===== src/ppm_pkg.sv =====
// Purpose: Constants for the port and pin-function multiplexer
// Assumes: 32-bit APB, one register per aligned word
// Notes: Data registers read back pin level for input bits
package ppm_pkg;
   // Port widths
   localparam int P0_W = 4;
   localparam int P1_W = 5;
   localparam int P3_W = 4;
   localparam int P6_W = 6;
   localparam int SEG_W = 28;
   localparam int MTR_W = 16;
   localparam int IRQ_N = 3;
   // Register byte offsets
   localparam logic [7:0] A_P0_DAT = 8'h00;
   localparam logic [7:0] A_P0_DIR = 8'h04;
   localparam logic [7:0] A_P0_PU = 8'h08;
   localparam logic [7:0] A_P0_CTL = 8'h0c;
   localparam logic [7:0] A_EDGE = 8'h10;
   localparam logic [7:0] A_P1_DAT = 8'h14;
   localparam logic [7:0] A_P1_CTL = 8'h18;
   localparam logic [7:0] A_P2_DAT = 8'h1c;
   localparam logic [7:0] A_P2_CTL = 8'h20;
   localparam logic [7:0] A_P3_DAT = 8'h24;
   localparam logic [7:0] A_P3_DIR = 8'h28;
   localparam logic [7:0] A_P3_CTL = 8'h2c;
   localparam logic [7:0] A_P4_DAT = 8'h30;
   localparam logic [7:0] A_P4_DIR = 8'h34;
   localparam logic [7:0] A_P4_CTL = 8'h38;
   localparam logic [7:0] A_P5_DAT = 8'h3c;
   localparam logic [7:0] A_P5_CTL = 8'h40;
   localparam logic [7:0] A_P6_DAT = 8'h44;
   localparam logic [7:0] A_P6_DIR = 8'h48;
   localparam logic [7:0] A_P6_CTL = 8'h4c;
   localparam logic [7:0] A_P8_DAT = 8'h50;
   localparam logic [7:0] A_P8_DIR = 8'h54;
   localparam logic [7:0] A_P8_CTL = 8'h58;
   localparam logic [7:0] A_P9_DAT = 8'h5c;
   localparam logic [7:0] A_P9_DIR = 8'h60;
   localparam logic [7:0] A_P9_CTL = 8'h64;
   localparam logic [7:0] A_SEG_SEL = 8'h68;
   localparam logic [7:0] A_LCD_CFG = 8'h6c;
   // Field positions
   localparam int EDGE_RISE_BIT = 0;
   localparam int EDGE_FALL_BIT = 1;
   localparam int SEGSEL_P9_LSB = 4;
   localparam int LCD_DIV4_BIT = 0;
   localparam int LCD_BIAS3_BIT = 1;
   // Reset value of every control and latch register
   localparam logic [7:0] RST_VAL = 8'h00;
endpackage


===== src/ppm_top.sv =====
// What this block does
// - The 4-bit port 0 sets each pin to input or output by its own direction bit.
// - A port 0 pin used as input gets a pull-up when its pull-up option bit asks for it.
// - Each external interrupt input detects rising, falling or both edges as programmed.
// - Each bit of the 5-bit input port 1 can become an analog input instead of a digital one.
// - In control mode the 8-bit output port 2 drives meter 1 and 2 PWM outputs instead of its latch.
// - The 4-bit port 3 picks port or alternate function and direction per bit.
// - Port 4 becomes LCD segments 0 to 7 as a whole byte in segment control mode.
// - In control mode the 8-bit output port 5 drives meter 3 and 4 PWM outputs.
// - The 6-bit port 6 picks per bit among port use and its timer, clock, sound and async serial lines.
// - Port 8 has per-bit direction and in control mode carries LCD segments 8 to 15.
// - Port 9 has its own direction and offers timer, sync serial and LCD segments 16 to 23.
// - The LCD common outputs drive only in four-time division at one-third bias.
// - The block is held in reset while resetn is low and runs while it is high.
// Purpose: Pin multiplexer between port latches and peripheral functions
// Assumes: Pin inputs synchronous to clock, APB slave with one wait state
// Notes: Pin outputs lag register writes by one clock
`timescale 1ns/1ns
module ppm_top #(
   parameter int ADDR_W = 8
) (
   input wire logic clock,
   input wire logic resetn,
   input wire logic psel,
   input wire logic penable,
   input wire logic pwrite,
   input wire logic [ADDR_W-1:0] paddr,
   input wire logic [31:0] pwdata,
   output logic pready,
   output logic [31:0] prdata,
   output logic pslverr,
   input wire logic [3:0] p0_i,
   output logic [3:0] p0_o,
   output logic [3:0] p0_oe,
   output logic [3:0] p0_pu,
   output logic [3:0] p0_alt_i,
   output logic [2:0] ext_irq_event,
   input wire logic [4:0] p1_i,
   output logic [4:0] analog_in_sel,
   output logic [7:0] p2_o,
   input wire logic [3:0] p3_i,
   output logic [3:0] p3_o,
   output logic [3:0] p3_oe,
   input wire logic [3:0] p3_alt_o,
   input wire logic [3:0] p3_alt_oe,
   output logic [3:0] p3_alt_i,
   input wire logic [7:0] p4_i,
   output logic [7:0] p4_o,
   output logic [7:0] p4_oe,
   output logic [7:0] p5_o,
   input wire logic [5:0] p6_i,
   output logic [5:0] p6_o,
   output logic [5:0] p6_oe,
   input wire logic [5:0] p6_alt_o,
   input wire logic [5:0] p6_alt_oe,
   output logic [5:0] p6_alt_i,
   input wire logic [7:0] p8_i,
   output logic [7:0] p8_o,
   output logic [7:0] p8_oe,
   input wire logic [7:0] p9_i,
   output logic [7:0] p9_o,
   output logic [7:0] p9_oe,
   input wire logic [7:0] p9_alt_o,
   input wire logic [7:0] p9_alt_oe,
   output logic [7:0] p9_alt_i,
   input wire logic [15:0] meter_pwm,
   input wire logic [27:0] lcd_seg,
   input wire logic [3:0] lcd_common_in,
   output logic [3:0] lcd_common_out
);
   // Refuse address widths that cannot reach the whole register map
   if (ADDR_W < 7 || ADDR_W > 32)
   begin : g_bad_addr_w
      $error("ppm_top: ADDR_W must hold the register map");
   end

   typedef struct packed {
      logic [3:0] p0_lat, p0_dir, p0_pull, p0_ctl, p0_prev;
      logic [5:0] edge_sel;
      logic [4:0] p1_ctl;
      logic [7:0] p2_lat, p2_ctl;
      logic [3:0] p3_lat, p3_dir, p3_ctl, p3_seg;
      logic [7:0] p4_lat, p4_dir;
      logic p4_ctl;
      logic [7:0] p5_lat, p5_ctl;
      logic [5:0] p6_lat, p6_dir, p6_ctl;
      logic [7:0] p8_lat, p8_dir;
      logic p8_ctl;
      logic [7:0] p9_lat, p9_dir, p9_ctl, p9_seg;
      logic [1:0] lcd_cfg;
      logic [3:0] p0_o, p0_oe, p0_pu, p0_alt;
      logic [2:0] irq;
      logic [7:0] p2_o, p4_o, p4_oe, p5_o, p8_o, p8_oe, p9_o, p9_oe, p9_alt;
      logic [3:0] p3_o, p3_oe, p3_alt, com;
      logic [5:0] p6_o, p6_oe, p6_alt;
      logic rdy, err;
      logic [31:0] rdata;
   } ppm_state_t;

   ppm_state_t s_reg;
   ppm_state_t s_next;

   // Per-bit choice between alternate and latch value
   function automatic logic [7:0] ppm_pick(input logic [7:0] sel, input logic [7:0] alt, input logic [7:0] lat);
      ppm_pick = (sel & alt) | (~sel & lat);
   endfunction

   // Reverse a byte; several ports number their segments downwards
   function automatic logic [7:0] ppm_rev(input logic [7:0] v);
      logic [7:0] r;
      r = 8'h00;
      for (int i = 0; i < 8; i++)
         r[i] = v[7-i];
      ppm_rev = r;
   endfunction

   // Bus decode helpers and segment orderings
   logic [7:0] a;
   logic wr_en;
   logic [7:0] wd;
   logic [3:0] seg3;
   logic [7:0] seg9;
   assign a = 8'(paddr);
   assign wd = pwdata[7:0];
   // Write lands on the edge where the master sees pready high
   assign wr_en = psel & penable & pwrite & s_reg.rdy;
   // Segments 24..27 sit on bits 3..0, segments 16..23 on bits 7..0 reversed
   assign seg3 = 4'(ppm_rev(lcd_seg[27:20]));
   assign seg9 = ppm_rev(lcd_seg[23:16]);

   always_comb
   begin
      logic [3:0] rise, fall;
      logic [31:0] rd;
      logic hit;
      s_next = s_reg;
      rd = 32'h0;
      hit = 1'b1;
      // Edge detection on port 0 interrupt inputs
      rise = p0_i & ~s_reg.p0_prev;
      fall = ~p0_i & s_reg.p0_prev;
      s_next.p0_prev = p0_i;
      for (int i = 0; i < ppm_pkg::IRQ_N; i++)
         s_next.irq[i] = s_reg.p0_ctl[i] & ((rise[i] & s_reg.edge_sel[2*i+ppm_pkg::EDGE_RISE_BIT])
            | (fall[i] & s_reg.edge_sel[2*i+ppm_pkg::EDGE_FALL_BIT]));
      // Port 0: control mode is input-only, so it releases the pin
      s_next.p0_o = s_reg.p0_lat;
      s_next.p0_oe = s_reg.p0_dir & ~s_reg.p0_ctl;
      s_next.p0_pu = s_reg.p0_pull & ~s_next.p0_oe;
      s_next.p0_alt = p0_i & s_reg.p0_ctl;
      // Output-only meter ports
      s_next.p2_o = ppm_pick(s_reg.p2_ctl, meter_pwm[7:0], s_reg.p2_lat);
      s_next.p5_o = ppm_pick(s_reg.p5_ctl, meter_pwm[15:8], s_reg.p5_lat);
      // Port 3: segment, peripheral or latch per bit
      s_next.p3_o = 4'(ppm_pick({4'h0, s_reg.p3_ctl},
         {4'h0, (s_reg.p3_seg & seg3) | (~s_reg.p3_seg & p3_alt_o)}, {4'h0, s_reg.p3_lat}));
      s_next.p3_oe = 4'(ppm_pick({4'h0, s_reg.p3_ctl},
         {4'h0, s_reg.p3_seg | p3_alt_oe}, {4'h0, s_reg.p3_dir}));
      s_next.p3_alt = p3_i & s_reg.p3_ctl & ~s_reg.p3_seg;
      // Ports 4 and 8 switch to segments as a whole byte
      s_next.p4_o = s_reg.p4_ctl ? ppm_rev(lcd_seg[7:0]) : s_reg.p4_lat;
      s_next.p4_oe = s_reg.p4_ctl ? 8'hff : s_reg.p4_dir;
      s_next.p8_o = s_reg.p8_ctl ? lcd_seg[15:8] : s_reg.p8_lat;
      s_next.p8_oe = s_reg.p8_ctl ? 8'hff : s_reg.p8_dir;
      // Port 6: timer, clock, sound and async serial lines
      s_next.p6_o = 6'(ppm_pick({2'h0, s_reg.p6_ctl}, {2'h0, p6_alt_o}, {2'h0, s_reg.p6_lat}));
      s_next.p6_oe = 6'(ppm_pick({2'h0, s_reg.p6_ctl}, {2'h0, p6_alt_oe}, {2'h0, s_reg.p6_dir}));
      s_next.p6_alt = p6_i & s_reg.p6_ctl;
      // Port 9: timers, sync serial or segments 16..23
      s_next.p9_o = ppm_pick(s_reg.p9_ctl, (s_reg.p9_seg & seg9) | (~s_reg.p9_seg & p9_alt_o), s_reg.p9_lat);
      s_next.p9_oe = ppm_pick(s_reg.p9_ctl, s_reg.p9_seg | p9_alt_oe, s_reg.p9_dir);
      s_next.p9_alt = p9_i & s_reg.p9_ctl & ~s_reg.p9_seg;
      // Commons held low unless four-time division at one-third bias
      s_next.com = (s_reg.lcd_cfg[ppm_pkg::LCD_DIV4_BIT] & s_reg.lcd_cfg[ppm_pkg::LCD_BIAS3_BIT])
         ? lcd_common_in : 4'h0;
      // Read mux: data offsets show pin level for inputs, latch for outputs
      unique case (a)
         ppm_pkg::A_P0_DAT: rd[3:0] = 4'(ppm_pick({4'h0, s_reg.p0_dir}, {4'h0, s_reg.p0_lat}, {4'h0, p0_i}));
         ppm_pkg::A_P0_DIR: rd[3:0] = s_reg.p0_dir;
         ppm_pkg::A_P0_PU: rd[3:0] = s_reg.p0_pull;
         ppm_pkg::A_P0_CTL: rd[3:0] = s_reg.p0_ctl;
         ppm_pkg::A_EDGE: rd[5:0] = s_reg.edge_sel;
         ppm_pkg::A_P1_DAT: rd[4:0] = p1_i & ~s_reg.p1_ctl;
         ppm_pkg::A_P1_CTL: rd[4:0] = s_reg.p1_ctl;
         ppm_pkg::A_P2_DAT: rd[7:0] = s_reg.p2_lat;
         ppm_pkg::A_P2_CTL: rd[7:0] = s_reg.p2_ctl;
         ppm_pkg::A_P3_DAT: rd[3:0] = 4'(ppm_pick({4'h0, s_reg.p3_dir}, {4'h0, s_reg.p3_lat}, {4'h0, p3_i}));
         ppm_pkg::A_P3_DIR: rd[3:0] = s_reg.p3_dir;
         ppm_pkg::A_P3_CTL: rd[3:0] = s_reg.p3_ctl;
         ppm_pkg::A_P4_DAT: rd[7:0] = ppm_pick(s_reg.p4_dir, s_reg.p4_lat, p4_i);
         ppm_pkg::A_P4_DIR: rd[7:0] = s_reg.p4_dir;
         ppm_pkg::A_P4_CTL: rd[0] = s_reg.p4_ctl;
         ppm_pkg::A_P5_DAT: rd[7:0] = s_reg.p5_lat;
         ppm_pkg::A_P5_CTL: rd[7:0] = s_reg.p5_ctl;
         ppm_pkg::A_P6_DAT: rd[5:0] = 6'(ppm_pick({2'h0, s_reg.p6_dir}, {2'h0, s_reg.p6_lat}, {2'h0, p6_i}));
         ppm_pkg::A_P6_DIR: rd[5:0] = s_reg.p6_dir;
         ppm_pkg::A_P6_CTL: rd[5:0] = s_reg.p6_ctl;
         ppm_pkg::A_P8_DAT: rd[7:0] = ppm_pick(s_reg.p8_dir, s_reg.p8_lat, p8_i);
         ppm_pkg::A_P8_DIR: rd[7:0] = s_reg.p8_dir;
         ppm_pkg::A_P8_CTL: rd[0] = s_reg.p8_ctl;
         ppm_pkg::A_P9_DAT: rd[7:0] = ppm_pick(s_reg.p9_dir, s_reg.p9_lat, p9_i);
         ppm_pkg::A_P9_DIR: rd[7:0] = s_reg.p9_dir;
         ppm_pkg::A_P9_CTL: rd[7:0] = s_reg.p9_ctl;
         ppm_pkg::A_SEG_SEL: rd[11:0] = {s_reg.p9_seg, s_reg.p3_seg};
         ppm_pkg::A_LCD_CFG: rd[1:0] = s_reg.lcd_cfg;
         default: hit = 1'b0;
      endcase
      // One wait state: answer is prepared in the first access cycle
      s_next.rdy = psel & penable & ~s_reg.rdy;
      // A shift rather than a part-select keeps the high-bit test legal for every ADDR_W
      s_next.err = s_next.rdy & ~(hit && (paddr >> 8) == '0);
      s_next.rdata = (s_next.rdy & ~pwrite & ~s_next.err) ? rd : 32'h0;
      // Register writes; software sets serial direction and latch itself
      if (wr_en && !s_reg.err)
      begin
         unique case (a)
            ppm_pkg::A_P0_DAT: s_next.p0_lat = wd[3:0];
            ppm_pkg::A_P0_DIR: s_next.p0_dir = wd[3:0];
            ppm_pkg::A_P0_PU: s_next.p0_pull = wd[3:0];
            ppm_pkg::A_P0_CTL: s_next.p0_ctl = wd[3:0];
            ppm_pkg::A_EDGE: s_next.edge_sel = wd[5:0];
            ppm_pkg::A_P1_CTL: s_next.p1_ctl = wd[4:0];
            ppm_pkg::A_P2_DAT: s_next.p2_lat = wd;
            ppm_pkg::A_P2_CTL: s_next.p2_ctl = wd;
            ppm_pkg::A_P3_DAT: s_next.p3_lat = wd[3:0];
            ppm_pkg::A_P3_DIR: s_next.p3_dir = wd[3:0];
            ppm_pkg::A_P3_CTL: s_next.p3_ctl = wd[3:0];
            ppm_pkg::A_P4_DAT: s_next.p4_lat = wd;
            ppm_pkg::A_P4_DIR: s_next.p4_dir = wd;
            ppm_pkg::A_P4_CTL: s_next.p4_ctl = wd[0];
            ppm_pkg::A_P5_DAT: s_next.p5_lat = wd;
            ppm_pkg::A_P5_CTL: s_next.p5_ctl = wd;
            ppm_pkg::A_P6_DAT: s_next.p6_lat = wd[5:0];
            ppm_pkg::A_P6_DIR: s_next.p6_dir = wd[5:0];
            ppm_pkg::A_P6_CTL: s_next.p6_ctl = wd[5:0];
            ppm_pkg::A_P8_DAT: s_next.p8_lat = wd;
            ppm_pkg::A_P8_DIR: s_next.p8_dir = wd;
            ppm_pkg::A_P8_CTL: s_next.p8_ctl = wd[0];
            ppm_pkg::A_P9_DAT: s_next.p9_lat = wd;
            ppm_pkg::A_P9_DIR: s_next.p9_dir = wd;
            ppm_pkg::A_P9_CTL: s_next.p9_ctl = wd;
            ppm_pkg::A_SEG_SEL: {s_next.p9_seg, s_next.p3_seg} = pwdata[11:0];
            ppm_pkg::A_LCD_CFG: s_next.lcd_cfg = pwdata[1:0];
            default: s_next.rdata = s_next.rdata;
         endcase
      end
   end

   // Whole state clears while resetn is low
   always_ff @(posedge clock or negedge resetn)
   begin
      if (!resetn)
         s_reg <= '0;
      else
         s_reg <= s_next;
   end

   // Every output straight from the state register
   assign pready = s_reg.rdy;
   assign prdata = s_reg.rdata;
   assign pslverr = s_reg.err;
   assign p0_o = s_reg.p0_o;
   assign p0_oe = s_reg.p0_oe;
   assign p0_pu = s_reg.p0_pu;
   assign p0_alt_i = s_reg.p0_alt;
   assign ext_irq_event = s_reg.irq;
   assign analog_in_sel = s_reg.p1_ctl;
   assign p2_o = s_reg.p2_o;
   assign p3_o = s_reg.p3_o;
   assign p3_oe = s_reg.p3_oe;
   assign p3_alt_i = s_reg.p3_alt;
   assign p4_o = s_reg.p4_o;
   assign p4_oe = s_reg.p4_oe;
   assign p5_o = s_reg.p5_o;
   assign p6_o = s_reg.p6_o;
   assign p6_oe = s_reg.p6_oe;
   assign p6_alt_i = s_reg.p6_alt;
   assign p8_o = s_reg.p8_o;
   assign p8_oe = s_reg.p8_oe;
   assign p9_o = s_reg.p9_o;
   assign p9_oe = s_reg.p9_oe;
   assign p9_alt_i = s_reg.p9_alt;
   assign lcd_common_out = s_reg.com;
endmodule


===== config.mk =====
export PLATFORM = sky130hd
export DESIGN_NAME = ppm_top
export DESIGN_NICKNAME = d
export VERILOG_FILES = /design/src/ppm_pkg.sv /design/src/ppm_top.sv
export SDC_FILE = /design/constraint.sdc
export NUM_CORES = 1
export LEC_CHECK = 0
export ABC_AREA = 1
export BUFFER_PORTS_ARGS = -buffer_cell sky130_fd_sc_hd__buf_4
export CORE_AREA = 2 2 160 162
export CTS_BUF_LIST = sky130_fd_sc_hd__clkbuf_16
export DETAILED_ROUTE_END_ITERATION = 10
export DIE_AREA = 0 0 162 164
export HOLD_SLACK_MARGIN = 0.08
export PLACE_DENSITY = 0.85
export RECOVER_POWER = 50
export SETUP_SLACK_MARGIN = 0.5
export SYNTH_ARGS = -nofsm -noshare
export SYNTH_HDL_FRONTEND = slang
export SYNTH_SLANG_ARGS = --single-unit

===== constraint.sdc =====
create_clock -name clock -period 2.35 [get_ports clock]
set_input_delay 0.5875 -clock clock [delete_from_list [all_inputs] [get_ports clock]]
set_output_delay 0.5875 -clock clock [all_outputs]
set_load 0.01 [all_outputs]

; ---- Yosys cells after proc, flatten, opt, wreduce, memory -nomap -nowiden
; Cells that the tools add are included.
[classes]
n_eq_ne = 27
muxes = 14
bitwise = 103
n_reduce_logical = 31
[op_table]
columns = op, n
row1 = bitwise AND 8 bit, 18
row2 = equality test 8 x 7 -> 1 bit (second input constant), 12
row3 = OR 8 bit, 9
row4 = equality test 8 x 6 -> 1 bit (second input constant), 8
row5 = bitwise AND 4 bit, 15
row6 = NOT 8 bit, 7
row7 = AND reduction 2 bit, 27
row8 = case mux 2 bit (25 select lines), 1
row9 = bitwise AND 6 bit, 7
row10 = equality test 8 x 5 -> 1 bit (second input constant), 4
row11 = two-way mux 8 bit, 4
row12 = case mux 1 bit (28 select lines), 1
row13 = OR reduction 28 bit, 1
row14 = case mux 1 bit (26 select lines), 1
row15 = NOT 4 bit, 6
row16 = OR 4 bit, 6
row17 = case mux 2 bit (12 select lines), 1
row18 = OR 6 bit, 3
row19 = case mux 1 bit (18 select lines), 1
row20 = bitwise AND 1 bit, 17
row21 = equality test 8 x 4 -> 1 bit (second input constant), 2
row22 = case mux 1 bit (16 select lines), 1
row23 = two-way mux 12 bit, 1
row24 = NOT 6 bit, 2
row25 = other kinds (12), 20
[word_totals]
ff_bits = 303
inputBits = 172

; ---- Logic depth before layout (Yosys ltp)
[logic_depth]
depth_word = 8
ltp_mapped = 11
mapped_depth_nobuf = 11

; ---- Worst setup path after synthesis
; OpenSTA, ideal clock, no wires.
[synth_timing]
kind = input -> register
startpoint = input paddr[7]
endpoint = register s_reg[260] (netlist name)
setup_ns = 0.133
arrival_time_ns = 1.611
required_ns = 2.217
slack_ns = 0.606
cell_stages = 7
cell_sequence = nor2_1 nand3_1 nor2_4 nand2_1 buf_2 nand2_1 o21ai_0
[synth_between]
elab_chain_cells = 2
[synth_lines]
columns = item, line
row1 = start: declaration, ppm_top.sv:27  ; input wire logic [ADDR_W-1:0] paddr,
row2 = equality test 8 x 6 -> 1 bit, ppm_top.sv:216  ; unique case (a)
row3 = AND reduction 2 bit (no line), n/a
row4 = end signal: assignment, ppm_top.sv:255  ; s_reg <= s_next;
row5 = end: declaration, ppm_top.sv:100  ; ppm_state_t s_reg;
; No other way between the ends.
; A chain may end at the register's enable or synchronous reset.

==> results.txt <==
----------------------------------------------------
[Outcome]
  Status ... finished, final reports clean

[Yosys]
  Sequential-to-total area share from yosys stat ... 0.5307
  Most used flip-flop cell after synthesis ... dfrtp_1
  Number of cells produced by synthesis ... 1721
  Syn. warnings ... 0
  Ranking of synthesized cells by instance count ... nand2_1 (498), dfrtp_1 (303), o21ai_0 (231)
  Distinct cells, synth ... 29
  Yosys reg bits ... just over 300
  Yosys top cell area share ... 0.5307
  Post-synth top area cell ... dfrtp_1
  Cell area after synthesis ... approximately 14000 µm²
  Avg Synthesized Cell Area ... between 8 and 9 µm²
  Top cells by area, synth ... dfrtp_1 (53%), nand2_1 (13%), buf_4 (8.8%)
  Number of enable-type register cells in the synthesized netlist ... 0
  Async set-reset flop share out of synthesis ... 1.000
  Dominant cell by count in the synthesized netlist ... nand2_1

[Clocking]
  Maximum clock insertion buffer count ... 3
  H-tree level count ... 1
  TritonCTS buffer count ... 30
  Clock Latency Late Sink ... 0.56 ns
  Clock tree from TritonCTS ... yes
  Buffer count from post-CTS setup fixing ... 0
  Number of clock sinks ... 303
  CTS root buf ... clkbuf_16
  Clock transition time at the flip-flop clock pins of the worst setup and hold paths ... 0.06 ns

[Cells and area]
  Final net count ... 2064
  Footprint of the flip-flops and latches ... ~7600 µm²
  Fraction of the core area covered by cells at the end of the flow ... 0.6801
  Final-layout fill cell count ... 1981
  Footprint of the multi-input gates ... 4830 µm²
  Ratio of cells with drive above 1 in the final layout ... 0.2166
  Flip-flop count of the largest register after layout ... roughly 160
  Ant diodes ... 0
  Post-route cell area ... 16880 µm²
  P&R area growth vs syn ... 18.16%
  Non-filler instance count after layout ... 2246

[Floorplan]
  Number of top-level design ports ... 336
  Core area ... around 25000 µm²
  Full die area ... 26570 µm²
  Vertical extent of the die ... 164 µm
  Horizontal die dimension ... 162 µm
  Count of standard-cell rows ... 58
  Initial core utilization ... 0.5756

[Power]
  Standby leakage power ... 8.814 nW
  Power per cell area ... between 600 and 700 nW/µm²
  Overall power after layout ... 10.83 mW
  Maximum VDD drop ... around 0.00044 V

[Route]
  Final wirelength ... 41.98 mm
  Routed via count divided by cell count ... about 5.5
  DRT iter0 DRCs ... 1427
  DRC violations left ... 0
  Remaining antenna violation count after routing ... 0
  Drt pass-1 iters ... 6
  Via count of the routed design ... 12288
  Detail-routed net length per standard cell ... 18.69 µm

[STA]
  Max_slew headroom ... 0.4261
  Post-route clock period utilization ... 0.7786
  Max Slew Vio Count ... 0
  Count of final hold-check violations ... 0
  Highest Clock Rate ... 0.5466 GHz
  Unrepaired setup endpoints after global routing ... true
  Clock skew after layout ... between 0.01 and 0.015 ns
  Tightest Pin Transition ... 0.8609 ns
  Final critical path time including I/O delays and setup ... between 1.5 and 2 ns
  Final setup violating endpoints ... 0

[Placed design]
  HPWL after DPL ... roughly 30 mm
  Placement-stage cell area ... 15890 µm²
  Count of buffers inserted at the top-level ports ... slightly below 300
  Final Wtd Congestion ... 0.9831
  Placed cell count ... 2189

[Critical path]
  Terminus of the critical flop-to-flop path ... s_reg[180]
  CP Launch Type ... input port
  Arrival time worst endpoint ... 2.40 ns
  Critical path capture point type ... async pin
  Maximum fanout encountered on the critical timing path ... 62
  Worst R2R Start ... pready
  Data required time of the critical path ... a little under 3 ns
  Crit Path Class ... in -> async
  Register-to-Register Setup Slack ... 0.56 ns
  Number of cell instances on the worst register-to-register path ... 7

[Global routing]
  Global-route wire length before repair ... between 60 and 70 mm
  Final global-route overflow total ... 0
  Pin count of the biggest net entering global routing ... 72
  Number of global-route vias before repair ... approximately 12000
  All-Layer GR Usage ... 0.3136
  Initial antenna violation count ... 0

[Hold path]
  Hold wc startpoint ... p0_i[0]
  Worst hold path cell count ... 1
  Hold crit path type ... in -> reg
  Terminating pin of the worst hold path ... s_reg[304]

[Run]
  Max-cap check violation count ... 0

----------------------------------------------------
[layout make-up]
type,count,share of cell area
clock buffer,31,0.04596
clock inverter,25,0.01445
inverter,134,0.02980
multi-input combinational,1093,0.2861
sequential,303,0.4492
tap,330,0.02446
timing repair buffer,330,0.1500
[metal layers]
layer,up-vias,share of wire,track usage
met1,5873,0.39,0.4312
met5,-,0,0
met3,78,0.10,0.05126
met2,706,0.48,0.5193
met4,0,0.025,0.09091
li1,5631,-,-
[placed cells by master (no fill, tap or decap), types with 2 or more instances in the layout]
cell	n
clkinv_1	11
mux2_2	11
a31oi_1	7
inv_2	5
o21ai_1	8
o21ai_0	231
buf_12	5
nor2_1	149
nor3_1	5
clkbuf_1	4
nand2_2	8
o31ai_1	3
a21oi_1	23
dfrtp_1	303
bufinv_16	5
nor2_4	9
nand3_1	103
buf_4	316
nand4_1	2
conb_1	20
clkbuf_4	2
clkinv_2	8
nand3_2	2
clkbuf_16	31
nor2_2	9
nand2_1	497
inv_1	128
[report_power, final]
group	leakage (nW)	internal (mW)	total, mW	switching [mW]
Clock	0.512	2.93	4.95	2.02
Sequential	4.20	5.24	5.25	0.0165
Combinational	4.10	0.241	0.622	0.381
[repair_timing]
item / in CTS / in global routing
hold buffers: 1 / 0
endpoints found under the setup margin: 0 / 40
endpoints found under the hold margin: 48 / 0
gates resized for setup: 0 / 2
[worst max path at each step]
stage	start	to	slack, ns	cells past startpoint
after floorplan	paddr[7]	s_reg[260]	0.61	7
after global placement	paddr[1]	s_reg[233]	0.11	9
after detailed placement	paddr[1]	s_reg[234]	-0.02	9
after CTS	paddr[1]	s_reg[234]	0.54	9
after global routing	resetn	s_reg[251]	0.31	3
final	resetn	s_reg[274]	0.52	3
[per-stage QoR]
stage	worst slack [ns]	hold WS [ns]	setup TNS, ns
6_report	0.5204	0.2153	0
3_5_place_dp	-0.02143	0.3945	-0.03048
5_1_grt	0.3108	0.2094	0
2_1_floorplan	0.6059	0.2919	0
3_3_place_gp	0.1141	0.3899	0
4_1_cts	0.5367	0.1591	0
[critical path, cell delays in order]
cell and delay, ns:
dlygate4sd3_1 0.56, buf_8 0.36, clkbuf_4 0.80
[cells by family (layout without fill, tap and decap cells)]
kind of cell    count (synthesis)  in the layout  share of synthesized area
other cells                     1             20                  0.0002625
buf+inv                       344            520                     0.1369
mux                            13             13                    0.01016
flops                         303            303                     0.5307
compound gates                273            273                    0.09686
simple gates                  787            787                     0.2251
Note: power is estimated with default switching activity, not from simulation.
